[config.mk]
export PLATFORM = sky130hd
export DESIGN_NAME = gpio_expander
export DESIGN_NICKNAME = d
export VERILOG_FILES = /design/src/design/pin_sync.v /design/src/design/line_filter.v /design/src/design/gpio_expander.v
export VERILOG_INCLUDE_DIRS = /design/src /design/src/design
export SDC_FILE = /design/constraint.sdc
export NUM_CORES = 1
export LEC_CHECK = 0
export BUFFER_PORTS_ARGS = -buffer_cell sky130_fd_sc_hd__buf_2
export CORE_ASPECT_RATIO = 0.8
export CORE_MARGIN = 1.5
export CORE_UTILIZATION = 45
export CTS_CLUSTER_SIZE = 16
export DETAILED_ROUTE_END_ITERATION = 12
export PLACE_DENSITY = 0.71
export SLEW_MARGIN = 20
export SYNTH_ARGS = -nofsm -noshare
export SYNTH_HDL_FRONTEND = slang
export SYNTH_HIERARCHICAL = 1
export SYNTH_SLANG_ARGS = --single-unit
[constraint.sdc]
create_clock -name REF_CLK -period 6.7 [get_ports REF_CLK]
set_clock_uncertainty 0.2 [all_clocks]
set_input_delay 1.675 -clock REF_CLK [delete_from_list [all_inputs] [get_ports REF_CLK]]
set_output_delay 1.675 -clock REF_CLK [all_outputs]
set_load 0.02 [all_outputs]
[src/design/gpio_expander_consts.vh]
// Purpose : Shared constants of the serial port expander
// Assumes : 200 MHz reference clock
// Notes   : Definitions only
`ifndef GPIO_EXPANDER_CONSTS_VH
`define GPIO_EXPANDER_CONSTS_VH

// ==========================================================
// Clock and filter timing
// ==========================================================
`define CLK_MHZ        200
`define SPIKE_NS       50
`define SPIKE_CYC      ((`SPIKE_NS * `CLK_MHZ + 999) / 1000)
`define INIT_CYC       2'h3

// ==========================================================
// Register select codes (low bits of the command byte)
// ==========================================================
`define CMD_INPUT      2'h0
`define CMD_OUTPUT     2'h1
`define CMD_POLARITY   2'h2
`define CMD_DIRECTION  2'h3

// ==========================================================
// Reset values
// ==========================================================
`define RST_DIRECTION  8'hFF
`define RST_OUTPUT     8'hFF
`define RST_POLARITY   8'h00

// ==========================================================
// Bus framing
// ==========================================================
`define BITS_PER_BYTE  4'h8
`define LAST_TX_BIT    4'h7
`define BYTE_ADDR      2'h0
`define BYTE_CMD       2'h1
`define BYTE_DATA      2'h2

`endif

[src/design/pin_sync.v]
// Purpose : Two-stage synchroniser for a group of pin levels
// Assumes : Inputs change outside the REF_CLK domain
// Notes   : First stage feeds only the second stage
`timescale 1ns/100ps

module pin_sync #(
    parameter WIDTH = 8
) (
    input  wire             clk,      // Reference clock
    input  wire             rst_n,    // Async reset, active low
    input  wire [WIDTH-1:0] pin_in,   // Raw pin levels
    output reg  [WIDTH-1:0] pin_out   // Synchronised levels
);

    reg [WIDTH-1:0] meta_ff;

    // ==========================================================
    // Two flip-flop crossing
    // ==========================================================
    always @(posedge clk or negedge rst_n) begin
        if (!rst_n) begin
            meta_ff <= {WIDTH{1'b0}};
            pin_out <= {WIDTH{1'b0}};
        end else begin
            meta_ff <= pin_in;
            pin_out <= meta_ff;
        end
    end

endmodule // pin_sync

[src/design/line_filter.v]
// Purpose : Synchronise and deglitch serial bus lines
// Assumes : Lines idle high
// Notes   : A level must hold FILT_CYC cycles before it passes
`timescale 1ns/100ps

module line_filter #(
    parameter WIDTH    = 2,
    parameter FILT_CYC = 10,
    parameter CW       = 4
) (
    input  wire             clk,      // Reference clock
    input  wire             rst_n,    // Async reset, active low
    input  wire [WIDTH-1:0] line_in,  // Raw bus lines
    output wire [WIDTH-1:0] line_out  // Filtered lines
);

    localparam integer  LAST_I = FILT_CYC - 1;
    localparam [CW-1:0] LAST   = LAST_I[CW-1:0];

    genvar g;
    // ==========================================================
    // One filter per line
    // ==========================================================
    generate
        for (g = 0; g < WIDTH; g = g + 1) begin : gen_line
            reg [1:0]    sync_ff;
            reg [CW-1:0] cnt_ff;
            reg          level_ff;
            // Sync, then accept only a level stable long enough
            always @(posedge clk or negedge rst_n) begin
                if (!rst_n) begin
                    sync_ff  <= 2'h3;
                    cnt_ff   <= {CW{1'b0}};
                    level_ff <= 1'b1;
                end else begin
                    sync_ff <= {sync_ff[0], line_in[g]};
                    if (sync_ff[1] == level_ff) begin
                        cnt_ff <= {CW{1'b0}};
                    end else if (cnt_ff == LAST) begin
                        cnt_ff   <= {CW{1'b0}};
                        level_ff <= sync_ff[1];
                    end else begin
                        cnt_ff <= cnt_ff + {{(CW-1){1'b0}}, 1'b1};
                    end
                end
            end
            assign line_out[g] = level_ff;
        end
    endgenerate

endmodule // line_filter

[src/design/gpio_expander.v]
// Purpose : Eight-pin port expander behind a serial two-wire target
// Assumes : REF_CLK 200 MHz, far faster than the bus clock
// Notes   : Address straps are 2-bit codes, captured after reset
`timescale 1ns/100ps
`include "gpio_expander_consts.vh"

module gpio_expander #(
    parameter       WIDTH      = 8,
    parameter [0:0] ADDR_FIXED = 1'b1    // Arbitrary fixed address bit
) (
    input  wire             REF_CLK,     // 200 MHz clock
    input  wire             RSTN,        // Power-on reset, active low
    input  wire             SCL_IN,      // Bus clock level
    input  wire             SDA_IN,      // Bus data level
    output wire             SDA_OUT,     // Data drive value, always low
    output wire             SDA_OE,      // Data pulled low when high
    input  wire [1:0]       ADDR_SELECT_PIN_0, // Strap code, address bits 1:0
    input  wire [1:0]       ADDR_SELECT_PIN_1, // Strap code, address bits 3:2
    input  wire [1:0]       ADDR_SELECT_PIN_2, // Strap code, address bits 5:4
    input  wire [WIDTH-1:0] PORT_PIN_IN,  // Port pin levels
    output wire [WIDTH-1:0] PORT_PIN_OUT, // Port drive values
    output wire [WIDTH-1:0] PORT_PIN_OE,  // Port drive enables
    output wire             INT_N_OUT,   // Interrupt drive value, low
    output wire             INT_N_OE     // Interrupt pulled low when high
);

    // ==========================================================
    // Bus states, one-hot
    // ==========================================================
    localparam [4:0] ST_IDLE = 5'h01;
    localparam [4:0] ST_RX   = 5'h02;
    localparam [4:0] ST_ACK  = 5'h04;
    localparam [4:0] ST_TX   = 5'h08;
    localparam [4:0] ST_MACK = 5'h10;

    wire [1:0]       bus_lvl;
    wire             scl;
    wire             sda;
    wire [WIDTH-1:0] pins;
    wire [5:0]       straps;

    reg              scl_d_ff;
    reg              sda_d_ff;
    reg  [4:0]       state_ff;
    reg  [3:0]       bit_ff;
    reg  [1:0]       byte_ff;
    reg  [7:0]       shift_ff;
    reg              read_ff;
    reg              sda_low_ff;
    reg  [1:0]       cmd_ff;
    reg  [WIDTH-1:0] dir_ff;
    reg  [WIDTH-1:0] out_ff;
    reg  [WIDTH-1:0] pol_ff;
    reg  [WIDTH-1:0] in_ff;
    reg  [1:0]       init_ff;
    reg  [6:0]       addr_ff;
    reg              int_ff;
    reg  [WIDTH-1:0] rd_data;

    // ==========================================================
    // Input conditioning
    // ==========================================================
    line_filter #(
        .WIDTH    (2),
        .FILT_CYC (`SPIKE_CYC),
        .CW       (4)
    ) u_bus_filter (
        .clk      (REF_CLK),
        .rst_n    (RSTN),
        .line_in  ({SCL_IN, SDA_IN}),
        .line_out (bus_lvl)
    );

    pin_sync #(
        .WIDTH   (WIDTH)
    ) u_port_sync (
        .clk     (REF_CLK),
        .rst_n   (RSTN),
        .pin_in  (PORT_PIN_IN),
        .pin_out (pins)
    );

    pin_sync #(
        .WIDTH   (6)
    ) u_strap_sync (
        .clk     (REF_CLK),
        .rst_n   (RSTN),
        .pin_in  ({ADDR_SELECT_PIN_2, ADDR_SELECT_PIN_1, ADDR_SELECT_PIN_0}),
        .pin_out (straps)
    );

    assign scl = bus_lvl[1];
    assign sda = bus_lvl[0];

    // Bus edges and framing conditions
    // Both lines pass the same filter, so their edge order survives;
    // edges closer than one REF_CLK cycle may still be misordered
    wire scl_rise  = scl & ~scl_d_ff;
    wire scl_fall  = ~scl & scl_d_ff;
    wire start_evt = scl & scl_d_ff & sda_d_ff & ~sda;
    wire stop_evt  = scl & scl_d_ff & ~sda_d_ff & sda;
    wire init_done = (init_ff == `INIT_CYC);

    // Read data mux, polarity applied to the live pin state
    always @* begin
        case (cmd_ff)
            `CMD_INPUT:     rd_data = pins ^ pol_ff;
            `CMD_OUTPUT:    rd_data = out_ff;
            `CMD_POLARITY:  rd_data = pol_ff;
            default:        rd_data = dir_ff;
        endcase
    end

    // ==========================================================
    // Strap capture and input register seeding after reset
    // ==========================================================
    // Sync stages reset to zero: take straps and the input register
    // only once both stages hold real pin levels, else a false
    // change would raise the interrupt at start-up
    always @(posedge REF_CLK or negedge RSTN) begin
        if (!RSTN) begin
            init_ff <= 2'h0;
            addr_ff <= 7'h00;
        end else if (!init_done) begin
            init_ff <= init_ff + 2'h1;
            addr_ff <= {ADDR_FIXED, straps};
        end
    end

    // ==========================================================
    // Bus target state machine and register file
    // ==========================================================
    always @(posedge REF_CLK or negedge RSTN) begin
        if (!RSTN) begin
            scl_d_ff   <= 1'b1;
            sda_d_ff   <= 1'b1;
            state_ff   <= ST_IDLE;
            bit_ff     <= 4'h0;
            byte_ff    <= `BYTE_ADDR;
            shift_ff   <= 8'h00;
            read_ff    <= 1'b0;
            sda_low_ff <= 1'b0;
            cmd_ff     <= `CMD_INPUT;
            dir_ff     <= `RST_DIRECTION;
            out_ff     <= `RST_OUTPUT;
            pol_ff     <= `RST_POLARITY;
            in_ff      <= {WIDTH{1'b0}};
        end else begin
            scl_d_ff <= scl;
            sda_d_ff <= sda;
            // Track pins until the first stable sample is in
            if (!init_done) begin
                in_ff <= pins;
            end
            if (stop_evt) begin
                state_ff   <= ST_IDLE;
                sda_low_ff <= 1'b0;
            end else if (start_evt) begin
                // Start or repeated start: expect an address byte
                state_ff   <= ST_RX;
                bit_ff     <= 4'h0;
                byte_ff    <= `BYTE_ADDR;
                sda_low_ff <= 1'b0;
            end else begin
                case (state_ff)
                    ST_IDLE: begin
                        sda_low_ff <= 1'b0;
                    end
                    // Shift in eight bits, act on the falling edge after
                    ST_RX: begin
                        if (scl_rise && bit_ff != `BITS_PER_BYTE) begin
                            shift_ff <= {shift_ff[6:0], sda};
                            bit_ff   <= bit_ff + 4'h1;
                        end else if (scl_fall && bit_ff == `BITS_PER_BYTE) begin
                            bit_ff <= 4'h0;
                            if (byte_ff == `BYTE_ADDR) begin
                                if (shift_ff[7:1] == addr_ff) begin
                                    read_ff    <= shift_ff[0];
                                    sda_low_ff <= 1'b1;
                                    state_ff   <= ST_ACK;
                                end else begin
                                    state_ff <= ST_IDLE;
                                end
                            end else if (byte_ff == `BYTE_CMD) begin
                                cmd_ff     <= shift_ff[1:0];
                                sda_low_ff <= 1'b1;
                                state_ff   <= ST_ACK;
                            end else begin
                                // Data byte to the selected register
                                case (cmd_ff)
                                    `CMD_OUTPUT:    out_ff <= shift_ff;
                                    `CMD_POLARITY:  pol_ff <= shift_ff;
                                    `CMD_DIRECTION: dir_ff <= shift_ff;
                                    default:        ;
                                endcase
                                sda_low_ff <= 1'b1;
                                state_ff   <= ST_ACK;
                            end
                        end
                    end
                    // Hold acknowledge for one bus clock pulse
                    ST_ACK: begin
                        if (scl_fall) begin
                            if (byte_ff == `BYTE_ADDR && read_ff) begin
                                // Load read data; input read re-arms interrupt
                                shift_ff   <= rd_data;
                                sda_low_ff <= ~rd_data[7];
                                bit_ff     <= 4'h0;
                                state_ff   <= ST_TX;
                                if (cmd_ff == `CMD_INPUT) begin
                                    in_ff <= pins;
                                end
                            end else begin
                                sda_low_ff <= 1'b0;
                                state_ff   <= ST_RX;
                                if (byte_ff != `BYTE_DATA) begin
                                    byte_ff <= byte_ff + 2'h1;
                                end
                            end
                        end
                    end
                    // Shift out eight bits on falling edges
                    ST_TX: begin
                        if (scl_fall) begin
                            if (bit_ff == `LAST_TX_BIT) begin
                                sda_low_ff <= 1'b0;
                                state_ff   <= ST_MACK;
                            end else begin
                                shift_ff   <= {shift_ff[6:0], 1'b0};
                                sda_low_ff <= ~shift_ff[6];
                                bit_ff     <= bit_ff + 4'h1;
                            end
                        end
                    end
                    // Master acknowledge: more data, or stop sending
                    ST_MACK: begin
                        if (scl_rise) begin
                            read_ff <= ~sda;
                        end else if (scl_fall) begin
                            if (read_ff) begin
                                shift_ff   <= rd_data;
                                sda_low_ff <= ~rd_data[7];
                                bit_ff     <= 4'h0;
                                state_ff   <= ST_TX;
                                if (cmd_ff == `CMD_INPUT) begin
                                    in_ff <= pins;
                                end
                            end else begin
                                state_ff <= ST_IDLE;
                            end
                        end
                    end
                    default: begin
                        state_ff   <= ST_IDLE;
                        sda_low_ff <= 1'b0;
                    end
                endcase
            end
        end
    end

    // ==========================================================
    // Change detect on input pins
    // ==========================================================
    // Output pins masked by direction; a pin turned into an input
    // flags a change while its level differs from in_ff; an input register read or a return to that level clears it
    always @(posedge REF_CLK or negedge RSTN) begin
        if (!RSTN) begin
            int_ff <= 1'b0;
        end else begin
            int_ff <= init_done & (|((pins ^ in_ff) & dir_ff));
        end
    end

    // ==========================================================
    // Pin drivers
    // ==========================================================
    // Open-drain lines: drive value fixed low, only enables move,
    // so no line is ever driven high against its pull-up
    assign SDA_OUT      = 1'b0;
    assign SDA_OE       = sda_low_ff;
    assign PORT_PIN_OUT = out_ff;
    assign PORT_PIN_OE  = ~dir_ff;
    assign INT_N_OUT    = 1'b0;
    assign INT_N_OE     = int_ff;

endmodule // gpio_expander

==> reports/results.ini <==
[global_route]
antenna_found_initial=0
grt_use_total_pct=18.67
grt_max_degree=78
grt_first_pass_wirelength_um=17370
overflow=0
grt_pass1_vias=3302

[synth]
synth_cells=442
synth_top_cell_by_area=dfrtp_1
synthTopCellsByArea=dfrtp_1 40%, dfstp_2 12%, mux2_2 9.8%, mux2i_1 2.8%, ha_1 2.4%
ys_seq_area_share_pct=52.24
avgSynthCellArea_um2=11.95
yosysTopAreaCellShare_pct=39.80
synth_edf_count=0
synthTopCellsByCount=84 x dfrtp_1, 46 x mux2_2, 27 x nand2_1
yosysWarnings=6
synth_flop_cell=dfrtp_1
synth_most_common_cell=dfrtp_1
synth-seq-cells=109
async_reset_ff_share_pct=100.0
ys_types=67
syn-cell-area_um2=5281

[routing]
drt_iter0_drc=213
dr.pass1.iters=4
wire_per_inst_um=16.81
dr_total_vias=3404
drtAntennaViolNets=0
drc=0
vias_per_cell=5.464
drt-total-wl_um=10470

[timing]
setup_viol=0
worstMarginPinSlew_ns=0.9078
fmax_mhz=333.7
rsz0062_at_grt=false
post-route-period-util_pct=44.72
drv_slew=0
layout_min_cycle_time_ns=2.996
slew_headroom_pct=39.48
hold_violations=0
fin_setup_tns_ns=0
setup_ws_ns=3.704

[cts]
cts_tree=yes
cts.path.max_buffers=2
ctsResizeCount=0
clock-sinks=109
clk_latency_ns=0.35
cts_setup_buffers=0
hold_buffers=0
clk_pin_slew_ns=0.07
htree_levels=3
cts_buffers=9
ctsRootBufferMaster=clkbuf_16

[worst_setup_path]
crit_required_ns=4.83
ff2ff_setup_slack_ns=4.04
arrival_ns=1.12
end_kind=output pin
worstReg2RegStart=shift_ff[2]
reg2reg_depth=5
crit_type=reg -> out
critPathLaunchType=flip-flop
worstPathMaxFanout=3
r2r-end=read_ff

[placed_design]
placed_area_um2=5549
numPortBuffers=35
hpwlAfterDp_um=7566
gp_congestion=0.8745
place_ws_ns=3.534

[finish]
drive_gt1_share_pct=30.53
nets=498
n_fill_cell=1007
num_antenna_cells=0
syn_to_final_growth_pct=10.47
final_area_um2=5834

[min_path]
min_path_type=reg -> reg
min_path_cells=0
hold_path_end=u_strap_sync/pin_out[1]
min_from=u_strap_sync/meta_ff[1]

[pwr]
intPower_uw=974.9
power.density_nw_per_um2=216.7
clkPwrFrac_pct=39.6
swShare_pct=22.88
p_seq_share_pct=55.6
comb_power_share_pct=4.8
p_sw_uw=289.2
leakage_nw=2.527
peakVddDrop_uv=188.9

[job]
maxCapViolCount=0

[floorplanning]
die_y_um=99.90
io_pins=38
die_area_um2=12400
core_area_um2=11470
start_util_pct=46.03
die_w_um=124.1
rows=35

[status]
outcome=finished, final reports clean

## cell usage in the layout (no fill, tap or decap), types with 3 or more instances in the layout
| cell | instances |
|---|---|
| and3b_1 | 3 |
| inv_1 | 20 |
| xnor2_1 | 14 |
| ha_1 | 10 |
| clkbuf_16 | 9 |
| a211oi_1 | 3 |
| mux2_2 | 46 |
| buf_4 | 3 |
| dfrtp_1 | 84 |
| buf_2 | 34 |
| nor2_1 | 18 |
| mux2_1 | 9 |
| mux2i_1 | 15 |
| dfstp_2 | 25 |
| nand2b_1 | 9 |
| o21ai_0 | 15 |
| nand3_1 | 13 |
| a21oi_1 | 13 |
| o22ai_1 | 6 |
| nand3b_1 | 3 |
| nand4_1 | 4 |
| a31oi_1 | 3 |
| nor3_1 | 13 |
| nor2b_1 | 4 |
| nand2_1 | 27 |
| xor2_1 | 12 |
## kinds of logic after synthesis
group	Yosys count	share of synthesized area (%)
buffers and inverters	41	3.578
xor gates and xnor gates	26	4.312
muxes	72	15.14
other	1	0.07101
AOI/OAI and AO/OA	67	8.908
DFF	109	52.24
adders and majority gates	10	2.369
and+or+nand+nor	116	13.39
## cell type report
type	count	area (um^2)	share of cell area, %
Clock inverter	6	46.29	0.7935
Tap cell	148	185.2	3.174
Multi-Input combinational cell	293	2337	40.06
Inverter	20	75.07	1.287
Timing Repair Buffer	37	192.7	3.303
Clock buffer	10	239.0	4.096
Sequential cell	109	2759	47.29
## layer usage
metal | global-route usage, % | part of all wire (%) | vias up
met3 | 4.545 | 6.1 | 20
li1 | - | - | 1620
met5 | 0 | 0 | -
met4 | 8.217 | 2.5 | 0
met1 | 27.61 | 47 | 1663
met2 | 25.99 | 45 | 101
## how the worst max path moves through the flow
stage | start | to | slack (ns)
after detailed placement | RSTN | u_bus_filter/gen_line[1].cnt_ff[1] | 3.53
after floorplan | dir_ff[2] | PORT_PIN_OE[2] | 4.22
after CTS | dir_ff[0] | PORT_PIN_OE[0] | 3.68
final | dir_ff[0] | PORT_PIN_OE[0] | 3.70
after global placement | RSTN | u_bus_filter/gen_line[1].cnt_ff[0] | 3.56
after global routing | dir_ff[0] | PORT_PIN_OE[0] | 3.64
## registers in the layout, indices dropped and copies added (netlist names), 7 cells and up
register                      count
u_port_sync/meta_ff               8
dir_ff                            8
u_port_sync/pin_out               8
in_ff                             8
pol_ff                            8
u_bus_filter/gen_line.cnt_ff      8
shift_ff                          8
addr_ff                           7
PORT_PIN_OUT                      8
## power groups by stage
| stage | clock network, mW | logic, mW | registers [mW] |
|---|---|---|---|
| 3_3_place_gp | 0 | 0.0594 | 0.713 |
| 6_report | 0.501 | 0.0603 | 0.703 |
| 2_1_floorplan | 0 | 0.0410 | 0.708 |
| 3_5_place_dp | 0 | 0.0616 | 0.715 |
| 4_1_cts | 0.517 | 0.0621 | 0.703 |
| 5_1_grt | 0.539 | 0.0703 | 0.706 |
## critical path, stage by stage, from the launching register on
cell	delay, ns
dfstp_2	0.54
inv_1	0.07
buf_2	0.16
## metrics by stage
stage | instances | util (%) | hold slack (ns) | total power, mW
after global placement | 607 | 48.36 | 0.1311 | 0.7722
after detailed placement | 607 | 48.36 | 0.1347 | 0.7768
after floorplan | 443 | - | 0.1312 | 0.7486
final | 623 | 50.85 | 0.1483 | 1.264
after CTS | 623 | 50.85 | 0.1506 | 1.282
after global routing | 623 | 50.85 | 0.1539 | 1.315
Power figures use the tool's default switching activity.
